### src/adcs_pkg.sv
/*
 * Package for the converter timing sequencer: control field layout, phase
 * length record type in half-CPU-clock units, reset values and shared types.
 * Assumes a single CPU clock domain feeding the sequencer.
 */
package adcs_pkg;

    ////////////////////////////////////////////////////////////////////////
    // Converter control register layout (16-bit view: timing fields in the top bits, power-off at bit 6)
    localparam int CTRL_WIDTH = 16;
    localparam int CONV_TIME_LSB = 14;
    localparam int SAMPLE_TIME_LSB = 12;
    localparam int POWER_OFF_BIT = 6;
    localparam logic [CTRL_WIDTH-1:0] CTRL_RESET = 16'h0000;

    ////////////////////////////////////////////////////////////////////////
    // Result width and end-of-scale codes
    localparam int RESULT_WIDTH = 10;
    localparam logic [9:0] RESULT_ZERO = 10'h000;
    localparam logic [9:0] RESULT_FULL = 10'h3FF;
    localparam logic [9:0] RESULT_RESET = 10'h000;

    ////////////////////////////////////////////////////////////////////////
    // Phase counting: one CPU clock equals two half-CPU-clock units
    localparam int UNITS_PER_CLK = 2;
    localparam int CNT_WIDTH = 11;
    localparam logic [3:0] SAR_LAST_BIT = 4'h9;

    typedef logic [CNT_WIDTH-1:0] adcs_cnt_t;

    typedef enum logic [1:0] {
        ADCS_IDLE = 2'b00,
        ADCS_SAMPLE = 2'b01,
        ADCS_COMPARE = 2'b10,
        ADCS_EXTRA = 2'b11
    } adcs_state_t;

    // Phase lengths for one timing setting, in half-CPU-clock units
    typedef struct packed {
        adcs_cnt_t sample_units;
        adcs_cnt_t compare_units;
        adcs_cnt_t extra_units;
    } adcs_timing_t;

    // Comparator interface toward the analog array
    typedef struct packed {
        logic sample_en;
        logic compare_en;
        logic [RESULT_WIDTH-1:0] trial_code;
    } adcs_analog_t;

endpackage : adcs_pkg

### src/adcs_timing_rom.sv
/*
 * Maps the conversion-time and sample-time fields to the three phase lengths.
 * Purely combinational; the caller registers the result at conversion start.
 */
`timescale 1ns/100ps
module adcs_timing_rom
    import adcs_pkg::*;
(
    // Selection
    input wire logic [1:0] conversion_time_field,
    input wire logic [1:0] sample_time_field,
    // Phase lengths
    output adcs_timing_t timing
);

    function automatic adcs_timing_t mk(input int s, input int c, input int e);
        adcs_timing_t t;
        t.sample_units = CNT_WIDTH'(s);
        t.compare_units = CNT_WIDTH'(c);
        t.extra_units = CNT_WIDTH'(e);
        return t;
    endfunction : mk

    always_comb begin
        case ({conversion_time_field, sample_time_field})
            4'h0: timing = mk(120, 240, 28);
            4'h1: timing = mk(140, 280, 16);
            4'h2: timing = mk(200, 280, 52);
            4'h3: timing = mk(400, 280, 44);
            4'hC: timing = mk(240, 480, 52);
            4'hD: timing = mk(280, 560, 28);
            4'hE: timing = mk(400, 560, 100);
            4'hF: timing = mk(800, 560, 52);
            4'h8: timing = mk(480, 960, 100);
            4'h9: timing = mk(560, 1120, 52);
            4'hA: timing = mk(800, 1120, 196);
            4'hB: timing = mk(1600, 1120, 164);
            // Reserved code 01 falls back to the slowest setting
            default: timing = mk(1600, 1120, 164);
        endcase
    end

endmodule : adcs_timing_rom

### src/adcs_sar.sv
/*
 * Successive-approximation register: walks 10 trial bits MSB first, keeping
 * each bit the comparator accepts. Assumes step pulses from the sequencer.
 */
`timescale 1ns/100ps
module adcs_sar
    import adcs_pkg::*;
(
    // Clock and reset
    input wire logic clk,
    input wire logic rst_n,
    // Control
    input wire logic start,
    input wire logic step,
    input wire logic cmp_keep,
    // Trial code
    output logic [RESULT_WIDTH-1:0] code,
    output logic [RESULT_WIDTH-1:0] trial
);

    logic [RESULT_WIDTH-1:0] mask;
    logic [RESULT_WIDTH-1:0] next_code;
    logic [RESULT_WIDTH-1:0] next_mask;

    assign trial = code | mask;

    always_comb begin
        next_code = code;
        next_mask = mask;
        if (start) begin
            next_code = RESULT_ZERO;
            next_mask = RESULT_WIDTH'(1) << (RESULT_WIDTH - 1);
        end else if (step && mask != RESULT_ZERO) begin
            // Keeping every bit gives all-ones above reference, none below ground
            if (cmp_keep) begin
                next_code = code | mask;
            end
            next_mask = mask >> 1;
        end
    end

    always_ff @(posedge clk or negedge rst_n) begin
        if (!rst_n) begin
            code <= RESULT_ZERO;
            mask <= RESULT_ZERO;
        end else begin
            code <= next_code;
            mask <= next_mask;
        end
    end

endmodule : adcs_sar

### src/adcs_sequencer.sv
/*
 * Conversion timing sequencer for a 10-bit successive-approximation converter.
 * Runs sample, comparison and result-transfer phases whose lengths come from
 * the top four bits of the converter control register.
 * Assumes clk is the CPU clock; start and control come from CPU-clock logic,
 * the comparator answer comes from the analog array and is synchronised.
 */
`timescale 1ns/100ps
module adcs_sequencer
    import adcs_pkg::*;
(
    // Clock and reset
    input wire logic clk,
    input wire logic nrst,
    // Control from the CPU side
    input wire logic [CTRL_WIDTH-1:0] converter_control_register,
    input wire logic start,
    // Comparator answer from the analog array
    input wire logic cmp_above,
    // Analog array controls
    output adcs_analog_t analog,
    output logic analog_power_en,
    // Result and status
    output logic [RESULT_WIDTH-1:0] result,
    output logic busy,
    output logic done
);

    ////////////////////////////////////////////////////////////////////////
    // Reset release and input synchroniser
    logic [1:0] rst_sync;
    logic [1:0] next_rst_sync;
    logic rst_n;
    logic cmp_meta;
    logic cmp_sync;
    logic next_cmp_meta;
    logic next_cmp_sync;

    // Release goes through two flops so every flop reset by rst_n leaves reset on one clean edge
    always_comb begin
        next_rst_sync = {rst_sync[0], 1'b1};
    end

    always_ff @(posedge clk or negedge nrst) begin
        if (!nrst) begin
            rst_sync <= 2'h0;
        end else begin
            rst_sync <= next_rst_sync;
        end
    end
    assign rst_n = rst_sync[1];

    // The comparator settles on its own timing; only the second flop is read
    always_comb begin
        next_cmp_meta = cmp_above;
        next_cmp_sync = cmp_meta;
    end

    always_ff @(posedge clk or negedge rst_n) begin
        if (!rst_n) begin
            cmp_meta <= 1'b0;
            cmp_sync <= 1'b0;
        end else begin
            cmp_meta <= next_cmp_meta;
            cmp_sync <= next_cmp_sync;
        end
    end

    ////////////////////////////////////////////////////////////////////////
    // Timing selection
    logic [1:0] conversion_time_field;
    logic [1:0] sample_time_field;
    logic converter_power_off_bit;
    adcs_timing_t table_timing;

    assign conversion_time_field = converter_control_register[CONV_TIME_LSB +: 2];
    assign sample_time_field = converter_control_register[SAMPLE_TIME_LSB +: 2];
    assign converter_power_off_bit = converter_control_register[POWER_OFF_BIT];

    adcs_timing_rom u_rom (
        .conversion_time_field(conversion_time_field),
        .sample_time_field(sample_time_field),
        .timing(table_timing)
    );

    ////////////////////////////////////////////////////////////////////////
    // Sequencer state
    adcs_state_t state;
    adcs_state_t next_state;
    adcs_timing_t timing;
    adcs_timing_t next_timing;
    adcs_cnt_t units;
    adcs_cnt_t next_units;
    adcs_cnt_t step_units;
    adcs_cnt_t next_step_units;
    logic [RESULT_WIDTH-1:0] next_result;
    logic next_done;
    logic sar_start;
    logic sar_step;
    logic [RESULT_WIDTH-1:0] sar_code;
    logic [RESULT_WIDTH-1:0] sar_trial;

    // Units elapsed after the current clock, two per CPU clock
    function automatic adcs_cnt_t tick(input adcs_cnt_t u);
        return u + CNT_WIDTH'(UNITS_PER_CLK);
    endfunction : tick

    // Comparison time is shared evenly among the ten bit decisions
    function automatic adcs_cnt_t per_bit(input adcs_cnt_t total);
        return CNT_WIDTH'(total / RESULT_WIDTH);
    endfunction : per_bit

    // True when the units counted after this clock reach the phase length
    function automatic logic reached(input adcs_cnt_t u, input adcs_cnt_t len);
        return tick(u) >= len;
    endfunction : reached

    ////////////////////////////////////////////////////////////////////////
    // Phase end decode
    logic sample_end;
    logic compare_end;
    logic extra_end;
    logic step_end;
    logic finish;

    always_comb begin
        sample_end = reached(units, timing.sample_units);
        compare_end = reached(units, timing.compare_units);
        extra_end = reached(units, timing.extra_units);
        step_end = reached(step_units, per_bit(timing.compare_units));
    end

    ////////////////////////////////////////////////////////////////////////
    // Bit decision count
    logic [3:0] bit_idx;
    logic [3:0] next_bit_idx;
    logic bits_left;

    // Caps the walk at ten decisions even if a step length were ever uneven
    assign bits_left = (bit_idx <= SAR_LAST_BIT);

    always_comb begin
        next_bit_idx = bit_idx;
        if (sar_start) begin
            next_bit_idx = 4'h0;
        end else if (sar_step) begin
            next_bit_idx = bit_idx + 4'h1;
        end
    end

    always_ff @(posedge clk or negedge rst_n) begin
        if (!rst_n) begin
            bit_idx <= 4'h0;
        end else begin
            bit_idx <= next_bit_idx;
        end
    end

    always_comb begin
        next_state = state;
        next_timing = timing;
        next_units = units;
        next_step_units = step_units;
        finish = 1'b0;
        sar_start = 1'b0;
        sar_step = 1'b0;
        case (state)
            ADCS_IDLE: begin
                // A powered-off converter ignores start requests
                if (start && !converter_power_off_bit) begin
                    next_timing = table_timing;
                    next_units = '0;
                    next_state = ADCS_SAMPLE;
                end
            end
            ADCS_SAMPLE: begin
                next_units = tick(units);
                if (sample_end) begin
                    next_units = '0;
                    next_step_units = '0;
                    sar_start = 1'b1;
                    next_state = ADCS_COMPARE;
                end
            end
            ADCS_COMPARE: begin
                next_units = tick(units);
                next_step_units = tick(step_units);
                if (step_end) begin
                    next_step_units = '0;
                    sar_step = bits_left;
                end
                if (compare_end) begin
                    next_units = '0;
                    next_state = ADCS_EXTRA;
                end
            end
            ADCS_EXTRA: begin
                next_units = tick(units);
                if (extra_end) begin
                    next_units = '0;
                    finish = 1'b1;
                    next_state = ADCS_IDLE;
                end
            end
            default: begin
                next_state = ADCS_IDLE;
            end
        endcase
    end

    always_ff @(posedge clk or negedge rst_n) begin
        if (!rst_n) begin
            state <= ADCS_IDLE;
            timing <= '0;
            units <= '0;
            step_units <= '0;
        end else begin
            state <= next_state;
            timing <= next_timing;
            units <= next_units;
            step_units <= next_step_units;
        end
    end

    ////////////////////////////////////////////////////////////////////////
    // Result word and completion pulse
    // Both change on one edge, so done never comes with the old word
    always_comb begin
        next_result = result;
        next_done = 1'b0;
        if (finish) begin
            next_result = sar_code;
            next_done = 1'b1;
        end
    end

    always_ff @(posedge clk or negedge rst_n) begin
        if (!rst_n) begin
            result <= RESULT_RESET;
            done <= 1'b0;
        end else begin
            result <= next_result;
            done <= next_done;
        end
    end

    ////////////////////////////////////////////////////////////////////////
    // Bit resolution
    adcs_sar u_sar (
        .clk(clk),
        .rst_n(rst_n),
        .start(sar_start),
        .step(sar_step),
        .cmp_keep(cmp_sync),
        .code(sar_code),
        .trial(sar_trial)
    );

    ////////////////////////////////////////////////////////////////////////
    // Registered outputs to the analog array
    adcs_analog_t next_analog;
    logic next_busy;
    logic next_power_en;

    always_comb begin
        next_analog.sample_en = (next_state == ADCS_SAMPLE);
        next_analog.compare_en = (next_state == ADCS_COMPARE);
        next_analog.trial_code = sar_trial;
        next_busy = (next_state != ADCS_IDLE);
        next_power_en = !converter_power_off_bit;
    end

    always_ff @(posedge clk or negedge rst_n) begin
        if (!rst_n) begin
            analog <= '0;
            analog_power_en <= 1'b0;
            busy <= 1'b0;
        end else begin
            analog <= next_analog;
            analog_power_en <= next_power_en;
            busy <= next_busy;
        end
    end

endmodule : adcs_sequencer

### config.mk
export PLATFORM = sky130hd
export DESIGN_NAME = adcs_sequencer
export DESIGN_NICKNAME = d
export VERILOG_FILES = /design/src/adcs_pkg.sv /design/src/adcs_timing_rom.sv /design/src/adcs_sar.sv /design/src/adcs_sequencer.sv
export SDC_FILE = /design/constraint.sdc
export NUM_CORES = 1
export LEC_CHECK = 0
export ABC_CLOCK_PERIOD_IN_PS = 3600
export BUFFER_PORTS_ARGS = -buffer_cell sky130_fd_sc_hd__buf_2
export CAP_MARGIN = 20
export CORE_ASPECT_RATIO = 1.1
export CORE_MARGIN = 3
export CORE_UTILIZATION = 38
export CTS_CLUSTER_SIZE = 14
export DETAILED_ROUTE_END_ITERATION = 16
export GPL_TIMING_DRIVEN = 0
export SYNTH_ARGS = -nofsm -noshare
export SYNTH_HDL_FRONTEND = slang
export SYNTH_SLANG_ARGS = --single-unit
### constraint.sdc
create_clock -name clk -period 3.6 [get_ports clk]
set_clock_uncertainty 0.05 [all_clocks]
set_input_delay 0.18 -clock clk [delete_from_list [all_inputs] [get_ports clk]]
set_output_delay 0.18 -clock clk [all_outputs]
set_load 0.005 [all_outputs]
Word level (Yosys, flattened, before mapping)
Memories as Yosys holds them, arrays and structs flattened. A register that Yosys moved wholly into a read port is not among the register bits.
Cells that the tools add are included.

cells by class
  add/subtract/negate cells = 3
  div/mod/pow operators = 1
  magnitude comparators = 5
  eq/ne operators = 7
  multiplexer cells = 27
  bitwise logic cells = 1
  reduce and logical (&&, ||, !) cells = 14

operators with widths
  operator                                                            number
  11-bit 2-to-1 mux                                                   6
  10-bit 2-to-1 mux                                                   5
  11-bit greater-or-equal comparator                                  4
  11-bit one-hot mux with 4 select lines                              1
  11-bit by 4-bit divider with 32-bit output (second input constant)  1
  11-bit by 2-bit adder with 11-bit output (second input constant)    2
  11-bit one-hot mux with 2 select lines                              1
  10-bit OR                                                           1
  10-bit nonzero test                                                 1
  2-bit nonzero test                                                  5
  2-bit 2-to-1 mux                                                    4
  4-bit 2-to-1 mux                                                    2
  2-bit one-hot mux with 4 select lines                               1
  1-bit 2-to-1 mux                                                    7
  2-bit == test (second input constant)                               3
  2-bit AND reduction                                                 3
  4-bit by 1-bit adder with 4-bit output (second input constant)      1
  2-bit by 1-bit == test with 1-bit output (second input constant)    2
  4-bit less-or-equal comparator (second input constant)              1
  2-bit != test (second input constant)                               2
  1-bit logical AND                                                   2
  1-bit zero test                                                     2
  2-bit zero test                                                     1

word-level totals
  register bits = 110
  ROM bits = 368
  input port bits = 20
  output and inout port bits = 25
  word-level logic and storage cells = 78
  memories = 1

memories
  name              words  width  read ports  clocked after Yosys merged registers in  wr ports  RTL line               source
  (name not given)  16     23     1           1                                        0         adcs_timing_rom.sv:25  case ({conversion_time_field, sample_time_field})

Longest topological paths before layout
Gate-level depths: netlist of run 1.

  word-level depth = 7
  gate-level depth with buffers = 33

Hierarchy
Synthesis of run 1 repeated with hierarchy kept, for this count alone.

unflattened totals
  cells, all modules = 833
  area, all modules = 7352.1 um^2

modules (own cells, without submodules)
  module           instances  cells an instance  area each (um^2)  seq. area each (um^2)
  adcs_sequencer   1          680                5965.7            2202.1
  adcs_sar         1          79                 862.1             500.5
  adcs_timing_rom  1          74                 524.3             0.0

Least setup slack after synthesis of run 1
Ideal clock, no wire load.

  path type = register to register
  start = register timing[19] (netlist name)
  end = register u_sar.code[0]
  arrival time = 6802 ps
  setup slack = -3327 ps
  cell stages (with the launch flop) = 32
  path through = dfrtp_1 > or2_1 > buf_2 > ha_1 > nor2b_1 > buf_2 > o211a_1 > or3_4 > buf_6 > o21ba_1 > a311oi_2 > buf_4 > nor3_2 > nor3_1 > nor3_2 > xnor2_1 > ha_1 > nand2_1 > a21oi_1 > a31oi_1 > o22a_1 > o211ai_1 > xor2_1 > a41oi_1 > nor3_1 > ha_1 > nand2_1 > or4b_1 > o41ai_4 > nand3_4 > buf_6 > o21ai_2

on the way
  longest elaborated chain between the ends = 7

ends and longest elaborated chain
  what                                        RTL line               source
  start, declared                             adcs_sequencer.sv:90   adcs_timing_t timing;
  start signal, assigned                      adcs_sequencer.sv:219  timing <= next_timing;
  11-bit by 4-bit divider with 32-bit output  adcs_sequencer.sv:110  return CNT_WIDTH'(total / RESULT_WIDTH);
  11-bit greater-or-equal comparator          adcs_sequencer.sv:115  return tick(u) >= len;
  1-bit 2-to-1 mux                            adcs_sequencer.sv:188  if (step_end) begin
  1-bit 2-to-1 mux                            adcs_sequencer.sv:167  case (state)
  1-bit logical AND                           adcs_sar.sv:33         end else if (step && mask != RESULT_ZERO) begin
  2-bit nonzero test (no source line)         n/a
  2-bit AND reduction (no source line)        n/a
  end signal, assigned                        adcs_sar.sv:47         code <= next_code;
  end, declared                               adcs_sar.sv:17         output logic [RESULT_WIDTH-1:0] code,

No other way between the ends.
A chain may end at the register's enable or synchronous reset.

Final worst setup path of run 1
  start = register timing[20] (netlist name)
  end = register u_sar.mask[2]

on the way
  longest elaborated chain between the ends = 6

ends and longest elaborated chain
  what                                        RTL line               source
  11-bit by 4-bit divider with 32-bit output  adcs_sequencer.sv:110
  11-bit greater-or-equal comparator          adcs_sequencer.sv:115
  1-bit 2-to-1 mux                            adcs_sequencer.sv:188
  1-bit 2-to-1 mux                            adcs_sequencer.sv:167
  1-bit logical AND                           adcs_sar.sv:33
  2-bit nonzero test (no source line)         n/a
  end signal, assigned                        adcs_sar.sv:48         mask <= next_mask;
  end, declared                               adcs_sar.sv:21         logic [RESULT_WIDTH-1:0] mask;

No other way between the ends.

==> results of run 1 <==
[cell usage after synthesis (7+ instances only)]
library cell	count
sky130_fd_sc_hd__nor2_1	47
sky130_fd_sc_hd__o21ai_2	10
sky130_fd_sc_hd__or2_2	13
sky130_fd_sc_hd__a22o_1	10
sky130_fd_sc_hd__and3_1	11
sky130_fd_sc_hd__clkbuf_1	18
sky130_fd_sc_hd__a211oi_1	13
sky130_fd_sc_hd__xnor2_1	10
sky130_fd_sc_hd__nor3_1	23
sky130_fd_sc_hd__nor2b_1	15
sky130_fd_sc_hd__nand3_1	39
sky130_fd_sc_hd__mux2i_1	17
sky130_fd_sc_hd__nand2b_1	11
sky130_fd_sc_hd__nand2_1	65
sky130_fd_sc_hd__a21oi_1	44
sky130_fd_sc_hd__o211ai_1	8
sky130_fd_sc_hd__dfrtp_1	98
sky130_fd_sc_hd__a31oi_1	7
sky130_fd_sc_hd__o21ai_0	44
sky130_fd_sc_hd__inv_1	36
sky130_fd_sc_hd__a21o_1	8
sky130_fd_sc_hd__ha_1	51
sky130_fd_sc_hd__mux2_2	11
sky130_fd_sc_hd__xor2_1	14
[worst max-delay path by stage]
stage	cells past startpoint	start	to
after CTS	30	timing[19]$_DFFE_PN0P_	u_sar.mask[2]$_DFFE_PN0P_
after global placement	30	timing[19]$_DFFE_PN0P_	u_sar.code[2]$_DFFE_PN0P_
after floorplan	29	timing[19]$_DFFE_PN0P_	u_sar.code[0]$_DFFE_PN0P_
final	28	timing[20]$_DFFE_PN0P_	u_sar.mask[2]$_DFFE_PN0P_
after detailed placement	30	timing[19]$_DFFE_PN0P_	u_sar.code[1]$_DFFE_PN0P_
after global routing	30	timing[20]$_DFFE_PN0P_	u_sar.mask[1]$_DFFE_PN0P_
[logic make-up (layout without fill, tap and decap cells)]
family          after synthesis  after routing
compound gates              199            199
xor+xnor                     24             24
fa+ha+maj                    52             52
buf+inv                      68            152
flops                        98             98
mux                          28             28
other cells                   1              1
simple gates                261            261
[metrics by stage]
step / hold slack, ps / utilization, % / TNS (ps) / instances
after floorplan: -165.6 / - / -88000 / 731
after global placement: -83.34 / 42.85 / -165880 / 993
after detailed placement: -81.81 / 43.04 / -115360 / 994
after CTS: 67.97 / 46.74 / -89290 / 1037
after global routing: 96.60 / 48.05 / -92080 / 1044
final: 78.14 / 48.05 / -84250 / 1044
[cell type report]
type | instances | area, um2 | share of cell area, %
plain buffers | 27 | 133.9 | 1.671
multi-input cells | 565 | 4177 | 52.12
repair buffers | 72 | 513.0 | 6.402
inverters | 37 | 138.9 | 1.733
clock buffers | 9 | 225.2 | 2.811
clock inverters | 7 | 81.33 | 1.015
well taps | 229 | 286.5 | 3.576
flip-flops and latches | 98 | 2457 | 30.67
[critical path: cells and delay by family (launching register included)]
family	cells	cell delay, ps
flip-flops	1	390
adder cells (fa/ha/maj)	2	390
buffers and inverters	7	1020
AND/OR/NAND/NOR	9	2610
multiplexers	1	170
AO/OA/AOI/OAI	9	1680
[sequential cells by signal (all words and copies together) (netlist names)]
register and cells:
analog 12, analog_power_en 1, bit_idx 4, busy 1, cmp_meta 1, cmp_sync 1, done 1, result 10
rst_sync 2, state 2, step_units 10, timing 23, u_sar.code 10, u_sar.mask 10, units 10
[routing by layer]
layer / wire length, um / share of wire (%) / GRT usage [%] / vias up
met5: 0 / 0 / 0 / -
met4: 225 / 1.4 / 5.252 / 0
met3: 457 / 2.8 / 1.983 / 21
met2: 7935 / 49 / 29.73 / 93
met1: 7719 / 47 / 23.05 / 2661
li1: - / - / - / 2808
[what timing repair did]
item / in CTS / in global routing
pin swaps: 30 / 23
resized for setup: 20 / 31
hold buffers: 3 / 0
setup buffers: 24 / 10
cloned: 1 / 0
hold endpoints to repair: 4 / 0
endpoints found under the setup margin: 45 / 47
==> out/metrics.sh, run 1 <==
MAX_CLOCK_FREQ_GHz=0.1560
DESIGN_AREA_MM2=0.008013
POST-DP-HPWL_MM=11.81
FINAL_CELL_MIX='sky130_fd_sc_hd__dfrtp_1 (96), sky130_fd_sc_hd__nand2_1 (63), sky130_fd_sc_hd__ha_1 (48)'
DIE_X_UM=131.7
LAYOUT_SETUP_WS_PS=-2810
GRT_MAX_DEGREE=67
MAIN_COMBINATIONAL_CELL_FAMILY_BY_AREA_AFTER_SYNTHESIS='compound AO/OA/AOI/OAI gates'
CTS.PATH.MAX_BUFFERS=2
GRT_ANTENNA_BEFORE_REPAIR=0
CRITPATHARRIVALTIME_PS=6620
POST_SYNTH_MUX_AREA_SHARE_PCT=4.452
SYNTH-SEQ-AREA-SHARE_PCT=37.14
TRACK_USAGE_PCT=17.25
SYNTH_SIMPLE_GATE_AREA_SHARE_PCT=20.37
MAX-SLEW-MARGIN-REL_PCT=49.90
TRITONCTS.NUM_BUFFERS=9
CRITICAL_PATH.REG2REG.STARTPOINT='timing[20]$_DFFE_PN0P_'
YOSYS-TOP-CELLS-AREA='sky130_fd_sc_hd__dfrtp_1 (37%), sky130_fd_sc_hd__ha_1 (9.7%), sky130_fd_sc_hd__nand2_1 (3.7%)'
YOSYS.AREA_SHARE.ADDER_PCT=9.814
PLACE.PORT_BUFFERS=33
DIEHEIGHT_UM=144.3
FLOORPLAN.DIE_AREA_MM2=0.01900
WORSTMARGINPINSLEW_PS=748.7
NUM_ROWS=49
CLOCK_TREE.ROOT_CELL='sky130_fd_sc_hd__clkbuf_16'
TIMING_MAX_TRANSITION_VIOLATIONS_FINAL=0
SETUP-VIOLATIONS-FINAL=31
CRIT-REG2REG-CAPTURE='u_sar.mask[2]$_DFFE_PN0P_'
ROUTE.DETAILED.VIAS_PER_INST=5.348
FILLERS=1647
R2R_DEPTH=28
FIRST_GLOBAL_VIAS=5401
INITIAL_UTILIZATION_PCT=39.60
NUM_ANTENNA_CELLS=0
CORE_FOOTPRINT_MM2=0.01668
SYNTHCELLS=731
GRT_FIRST_PASS_WIRELENGTH_MM=27.10
CPMAXSTAGEDELAYCELL='sky130_fd_sc_hd__or4_1'
CP_SLOWEST_STAGE_DELAY_PS=580
AVGROUTEDWIREPERCELL_UM=15.65
HTREEDEPTH=3
DRC=0
HP-CLASS='input pin to async pin'
DRIVE_GT1_SHARE_PCT=22.94
SYNTH-ASYNC-RESET-RATIO_PCT=100.0
SYNTH-MAIN-FF-CELL='sky130_fd_sc_hd__dfrtp_1'
PATH_CLASS='flip-flop to flip-flop'
DETAILEDROUTE.FIRSTITERATIONVIOLATIONS=365
SYNTH-XOR-AREA-SHARE_PCT=3.183
POST-PLACE-WS_PS=-3862
RSZ0062_AT_GRT='yes'
SYNTH_COMPOUND_GATE_AREA_SHARE_PCT=20.75
RUN_STATUS='finished, violations left'
CTS.REPORTEDPATHS.CLKPINSLEW_PS=80
PLACE.GP.CONGESTION=0.8780
REGTOREGSETUPSLACK_PS=-2810
SYNTH.CELL_AREA_MM2=0.006604
YS_FF_LATCH=98
GLOBAL_ROUTE.OVERFLOW_TOTAL=0
WORSTPATHMAXFANOUT=5
CRITICAL_PATH.STARTPOINT_TYPE='flip-flop'
PERIOD_UTILIZATION_PCT=178.0
SYNTH.NET_COUNT=802
SYNTHDISTINCTLIBCELLS=83
POST-SYNTH-TOP-AREA-FRACTION_PCT=37.14
TOP_LEVEL_PORTS=45
SETUP.WORST_PATH.END_CLASS='flip-flop'
ANTENNA_LEFT=0
REPORT.FINAL.HOLD_VIOL_COUNT=0
FINAL.MIN_CLOCK_PERIOD_PS=6410
FLOW.AREA_GROWTH_FROM_SYNTHESIS_PCT=21.33
CRIT_PATH_FREQUENT_CELL='sky130_fd_sc_hd__buf_4'
ROUTED_WIRELENGTH_MM=16.34
SYNTH_LARGEST_AREA_CELL='sky130_fd_sc_hd__dfrtp_1'
CLOCK_INSERTION_DELAY_WORST_SKEW_PS=350
PLACED_AREA_MM2=0.007177
TRITONCTS='yes'
POST_SYNTH_EDFFS=0
YOSYS_WARNINGS=0
CTS_NUM_SINKS=98
FAILING_CHECKS='negative setup slack'
WORST-ENDPOINT-REQUIRED_PS=3810
SYNTHESIS.AREA_PER_INSTANCE_UM2=9.034
FINALNETCOUNT=881
VIAS=5583
MAX_CAP_VIOLATIONS=0
DETAILEDROUTE.FIRSTPASSITERATIONCOUNT=5
MOST_COMMON_CELL_AFTER_LAYOUT_FILL_AND_TAPS_ASIDE='sky130_fd_sc_hd__dfrtp_1'
Power of run 1 is not shown: default switching activity piles up to over one toggle a cycle in this logic, so the estimate is an artifact.
==> run 2: changes to the inputs <==
--- a/config.mk
+++ b/config.mk
@@ -10,10 +10,12 @@
 export CAP_MARGIN = 20
 export CORE_ASPECT_RATIO = 1.1
 export CORE_MARGIN = 3
-export CORE_UTILIZATION = 38
+export CORE_UTILIZATION = 60
 export CTS_CLUSTER_SIZE = 14
 export DETAILED_ROUTE_END_ITERATION = 16
 export GPL_TIMING_DRIVEN = 0
+export PLACE_DENSITY = 0.79
 export SYNTH_ARGS = -nofsm -noshare
 export SYNTH_HDL_FRONTEND = slang
 export SYNTH_SLANG_ARGS = --single-unit
+export TNS_END_PERCENT = 30
==> out/metrics.sh, run 2 (synthesis gave the netlist of run 1 again) <==
WORSTPATHMAXFANOUT=6
RUN_STATUS='finished, violations left'
PLACE.PORT_BUFFERS=33
DRC=0
CLOCK_INSERTION_DELAY_WORST_SKEW_PS=350
REPORT.FINAL.HOLD_VIOL_COUNT=0
POST-DP-HPWL_MM=11.83
SETUP.WORST_PATH.END_CLASS='flip-flop'
CRITPATHARRIVALTIME_PS=6840
CP_SLOWEST_STAGE_DELAY_PS=550
CTS.PATH.MAX_BUFFERS=2
VIAS=5898
HIGHEST_LAYER='met4'
MAX-SLEW-MARGIN-REL_PCT=50.24
WORSTMARGINPINSLEW_PS=743.6
PERIOD_UTILIZATION_PCT=184.2
MOST_COMMON_CELL_AFTER_LAYOUT_FILL_AND_TAPS_ASIDE='sky130_fd_sc_hd__dfrtp_1'
NUM_ANTENNA_CELLS=0
R2R_DEPTH=29
FINAL_CELL_MIX='sky130_fd_sc_hd__dfrtp_1 (96), sky130_fd_sc_hd__nand2_1 (63), sky130_fd_sc_hd__ha_1 (48)'
MULTIINPUTGATEAREA_MM2=0.004154
FILLERS=730
DIEHEIGHT_UM=116.0
WORST-ENDPOINT-REQUIRED_PS=3810
NUM_ROWS=39
DIE_X_UM=106.0
ANTENNA_LEFT=0
FINALNETCOUNT=875
HTREEDEPTH=3
REGTOREGSETUPSLACK_PS=-3030
DETAILEDROUTE.FIRSTITERATIONVIOLATIONS=402
MET1_LENGTH_MM=6.855
GRT_MAX_DEGREE=60
GRT_FIRST_PASS_WIRELENGTH_MM=27.26
MAX_CLOCK_FREQ_GHz=0.1508
CRITICAL_PATH_BUF_INV_COUNT=4
CRITICAL_PATH.STARTPOINT_TYPE='flip-flop'
CP_NUM_CELLS=29
FIRST_GLOBAL_VIAS=5687
REGISTERS.TOP_BY_FF_COUNT='timing'
HP-CLASS='input pin to async pin'
DRIVE_GT1_SHARE_PCT=21.66
CPMAXSTAGEDELAYCELL='sky130_fd_sc_hd__or4b_4'
DESIGN_AREA_MM2=0.007879
LAYOUT_SETUP_WS_PS=-3032
PLACED_AREA_MM2=0.007067
FLOORPLAN.DIE_AREA_MM2=0.01230
ROUTED_WIRELENGTH_MM=16.88
CRIT-REG2REG-CAPTURE='u_sar.mask[4]$_DFFE_PN0P_'
RSZ0062_AT_GRT='yes'
INITIAL_UTILIZATION_PCT=62.65
CLOCK_TREE.ROOT_CELL='sky130_fd_sc_hd__clkbuf_16'
SETUP-VIOLATIONS-FINAL=31
PATH_CLASS='flip-flop to flip-flop'
LAYOUT_TOP_REGISTERS='timing: 23 flops, analog: 12 flops'
TIMING_MAX_TRANSITION_VIOLATIONS_FINAL=0
PLACE.GP.CONGESTION=0.9551
TRITONCTS.NUM_BUFFERS=9
FLOW.AREA_GROWTH_FROM_SYNTHESIS_PCT=19.31
CRITICAL_PATH.STARTPOINT='timing[19]$_DFFE_PN0P_'
CTS_NUM_SINKS=98
DETAILEDROUTE.FIRSTPASSITERATIONCOUNT=7
FINAL.MIN_CLOCK_PERIOD_PS=6632
ROUTED-WL-MET2_MM=8.696
CRITICAL_PATH_S_TOP_DELAY_FAMILY='simple AND/OR/NAND/NOR gates'
GRT_ANTENNA_BEFORE_REPAIR=0
MAX_CAP_VIOLATIONS=0
MET3_LENGTH_MM=1.042
FINAL-SEQ-AREA_MM2=0.002457
TRACK_USAGE_PCT=27.59
TOP_LEVEL_PORTS=45
AVGROUTEDWIREPERCELL_UM=17.75
ROUTE.DETAILED.VIAS_PER_INST=6.202
CRITICAL_PATH.REG2REG.STARTPOINT='timing[19]$_DFFE_PN0P_'
LARGEST_REGISTER_FFS=23
GLOBAL_ROUTE.OVERFLOW_TOTAL=0
CORE_FOOTPRINT_MM2=0.01054
TRITONCTS='yes'
CTS.REPORTEDPATHS.CLKPINSLEW_PS=70
FAILING_CHECKS='negative setup slack'
-- run 2: worst max path at each step --
stage | endpoint | slack [ps]
after global routing | u_sar.mask[1]$_DFFE_PN0P_ | -3270
after global placement | u_sar.code[3]$_DFFE_PN0P_ | -3680
after CTS | u_sar.mask[2]$_DFFE_PN0P_ | -2970
final | u_sar.mask[4]$_DFFE_PN0P_ | -3030
after detailed placement | u_sar.code[5]$_DFFE_PN0P_ | -3860
after floorplan | u_sar.code[0]$_DFFE_PN0P_ | -2970
-- run 2: per-layer routing --
| layer | vias up | track usage, % |
|---|---|---|
| li1 | 2795 | - |
| met1 | 2844 | 33.49 |
| met2 | 225 | 50.04 |
| met3 | 34 | 5.515 |
| met4 | 0 | 8.031 |
| met5 | - | 0 |
-- run 2: layout make-up --
| type | instances | share of cell area (%) |
|---|---|---|
| Inverter | 37 | 1.763 |
| Clock buffer | 9 | 2.859 |
| Buffer | 28 | 1.747 |
| Multi-Input combinational cell | 565 | 52.72 |
| Tap cell | 143 | 2.271 |
| Timing Repair Buffer | 65 | 6.003 |
| Clock inverter | 6 | 1.445 |
| Sequential cell | 98 | 31.19 |
-- run 2: what timing repair did --
action                                  CTS  global route
resized for setup                        25            24
buffers inserted                         21             6
cloned                                    1             0
endpoints found under the setup margin   41            37
hold buffers                              3             0
pin swaps                                25            25
endpoints found under the hold margin     4             0
-- run 2: per-stage QoR --
step,utilization [%],hold WS (ps),setup slack (ps),instances,TNS (ps)
6_report,74.75,87.55,-3032,951,-89720
4_1_cts,73.27,82.12,-2970,947,-88420
5_1_grt,74.75,98.38,-3272,951,-97920
2_1_floorplan,-,-165.6,-2972,731,-87760
3_3_place_gp,66.75,-84.61,-3678,907,-136620
3_5_place_dp,67.05,-82.01,-3865,908,-114850
Power of run 2 is left out for the same reason.
==> run 3: changes to the inputs <==
--- a/config.mk
+++ b/config.mk
@@ -10,11 +10,12 @@
 export CAP_MARGIN = 20
 export CORE_ASPECT_RATIO = 1.1
 export CORE_MARGIN = 3
-export CORE_UTILIZATION = 60
+export CORE_UTILIZATION = 55
+export CTS_BUF_LIST = sky130_fd_sc_hd__clkbuf_4 sky130_fd_sc_hd__clkbuf_8
 export CTS_CLUSTER_SIZE = 14
 export DETAILED_ROUTE_END_ITERATION = 16
-export GPL_TIMING_DRIVEN = 0
-export PLACE_DENSITY = 0.79
+export GPL_TIMING_DRIVEN = 1
+export PLACE_DENSITY = 0.74
 export SYNTH_ARGS = -nofsm -noshare
 export SYNTH_HDL_FRONTEND = slang
 export SYNTH_SLANG_ARGS = --single-unit
==> out/metrics.sh, run 3 (synthesis gave the netlist of run 1 again) <==
MAX_CLOCK_FREQ_GHz=0.1632
AVGROUTEDWIREPERCELL_UM=17.11
DETAILEDROUTE.FIRSTPASSITERATIONCOUNT=5
CORE_FOOTPRINT_MM2=0.01159
PERIOD_UTILIZATION_PCT=170.2
RUN_STATUS='finished, violations left'
CRITICAL_PATH.STARTPOINT_TYPE='flip-flop'
SETUP.WORST_PATH.END_CLASS='flip-flop'
REGISTERS.TOP_BY_FF_COUNT='timing'
MOST_COMMON_CELL_AFTER_LAYOUT_FILL_AND_TAPS_ASIDE='sky130_fd_sc_hd__buf_4'
DETAILEDROUTE.FIRSTITERATIONVIOLATIONS=408
FAILING_CHECKS='negative setup slack'
CTS_NUM_SINKS=98
DIE_X_UM=110.5
CP_SLOWEST_STAGE_DELAY_PS=500
NUM_ANTENNA_CELLS=0
CTS.REPORTEDPATHS.CLKPINSLEW_PS=110
WORSTPATHMAXFANOUT=5
MAX-SLEW-MARGIN-REL_PCT=46.84
CLOCK_INSERTION_DELAY_WORST_SKEW_PS=380
SETUP-VIOLATIONS-FINAL=31
PLACE.GP.CONGESTION=0.8632
TIMING_MAX_TRANSITION_VIOLATIONS_FINAL=0
RSZ0062_AT_GRT='yes'
REPORT.FINAL.HOLD_VIOL_COUNT=0
CRIT_PATH_FREQUENT_CELL='sky130_fd_sc_hd__ha_4'
TRITONCTS='yes'
ROUTED_WIRELENGTH_MM=17.75
HP-CLASS='input pin to async pin'
DRC=0
FINALNONFILLERCELLS=1037
ROUTE.DETAILED.VIAS_PER_INST=5.903
GLOBAL_ROUTE.OVERFLOW_TOTAL=0
MAX_CAP_VIOLATIONS=0
TOP_LEVEL_PORTS=45
LARGEST_REGISTER_FFS=23
CRITICAL_PATH_S_TOP_DELAY_FAMILY='compound AO/OA/AOI/OAI gates'
POST-DP-HPWL_MM=12.74
FILLERS=841
CLOCK_TREE.ROOT_CELL='sky130_fd_sc_hd__clkbuf_8'
PATH_CLASS='flip-flop to flip-flop'
ANTENNA_LEFT=0
GRT_MAX_DEGREE=42
FINAL_CELL_MIX='sky130_fd_sc_hd__buf_4 (129), sky130_fd_sc_hd__dfrtp_1 (97), sky130_fd_sc_hd__nand2_1 (64)'
CRITPATHARRIVALTIME_PS=6360
PLACE.PORT_BUFFERS=33
GRT_FIRST_PASS_WIRELENGTH_MM=29.26
CRITICAL_PATH_BUF_INV_COUNT=2
INITIAL_UTILIZATION_PCT=56.96
CTS.PATH.MAX_BUFFERS=2
CPMAXSTAGEDELAYCELL='sky130_fd_sc_hd__or4b_4'
FINAL.MIN_CLOCK_PERIOD_PS=6127
GRT.BUSIEST_LAYER='met2'
USE_MET1_PCT=32.43
GLOBALROUTEMET2UTIL_PCT=48.33
TRACK_USAGE_PCT=26.51
NUMPLACEDINSTANCES=1001
WORSTMARGINPINSLEW_PS=795.4
DRIVE_GT1_SHARE_PCT=32.02
LAYOUT_TOP_REGISTERS='timing: 23 flops, analog: 12 flops'
WORST-ENDPOINT-REQUIRED_PS=3830
NUM_ROWS=41
FINALNETCOUNT=953
VIAS=6121
FLOORPLAN.DIE_AREA_MM2=0.01336
GRT.MET3_USAGE_PCT=3.691
FLOW.AREA_GROWTH_FROM_SYNTHESIS_PCT=28.70
REGTOREGSETUPSLACK_PS=-2530
HTREEDEPTH=3
DIEHEIGHT_UM=120.9
GRT_ANTENNA_BEFORE_REPAIR=0
FIRST_GLOBAL_VIAS=6157
LAYOUT_SETUP_WS_PS=-2527
TRITONCTS.NUM_BUFFERS=9
==> run 3: cell count changes in the layout (fill, tap and decap cells not counted), sizes merged <==
cell / before / now
buf: 73 / 168
clkbuf: 26 / 9
clkinv: 0 / 3
bufinv: 3 / 1
clkinvlp: 2 / 0
inv: 38 / 40
==> run 3: timing repair <==
item	4_1_cts	5_1_grt
pin swaps	27	23
resized for setup	25	38
gates cloned	2	0
setup endpoints to repair	33	43
setup buffers	12	3
hold buffers	3	0
endpoints found under the hold margin	4	0
==> run 3: per-stage QoR <==
| stage | utilization (%) | setup TNS (ps) | hold WS, ps | area (um2) | setup slack (ps) |
|---|---|---|---|---|---|
| finish | 73.31 | -74190 | 65.20 | 8499 | -2527 |
| global route | 73.31 | -82970 | 40.83 | 8499 | -2805 |
| CTS | 71.42 | -76410 | 33.90 | 8280 | -2558 |
| detailed placement | 67.34 | -79370 | -80.32 | 7807 | -2665 |
| global placement | 67.34 | -74500 | -85.86 | 7807 | -2485 |
| floorplan | - | -87760 | -165.6 | 6691 | -2972 |
==> run 3: routing by layer <==
layer | vias up | part of all wire [%] | wire length (um)
li1 | 2937 | - | -
met1 | 3001 | 42 | 7431
met2 | 151 | 53 | 9360
met3 | 32 | 3.1 | 558
met4 | 0 | 2.2 | 395
met5 | - | 0 | 0
==> run 3: path summary, 6_finish.rpt <==
path | startpoint | end | depth (start not counted)
max in group asynchronous | rst_sync[1]$_DFF_PN0_ | timing[32]$_DFFE_PN0P_ | 1
setup / recovery | timing[19]$_DFFE_PN0P_ | u_sar.mask[2]$_DFFE_PN0P_ | 27
hold reg to reg | rst_sync[1]$_DFF_PN0_ | result[2]$_DFFE_PN0P_ | 0
min in group clk | converter_control_register[13] | timing[7]$_DFFE_PN0P_ | 3
hold / removal | nrst | rst_sync[1]$_DFF_PN0_ | 2
setup reg to reg | timing[19]$_DFFE_PN0P_ | u_sar.mask[2]$_DFFE_PN0P_ | 27
==> run 3: cell type report <==
class | count | area [um2] | share of cell area, %
multi-input combinational | 565 | 4219 | 49.64
sequential | 98 | 2456 | 28.90
timing repair buffer | 171 | 1281 | 15.07
tap | 150 | 187.7 | 2.208
inverter | 37 | 138.9 | 1.634
clock buffer | 9 | 123.9 | 1.457
clock inverter | 7 | 92.59 | 1.089
==> run 3: worst register-to-register path, delay by kind of cell, from the launching register on <==
family	cells	cell delay (ps)
buf+inv	2	400
fa+ha+maj	3	720
simple gates	8	1790
mux	1	210
flops	1	400
xor+xnor	2	350
compound gates	11	2100
Power of run 3 is left out for the same reason.
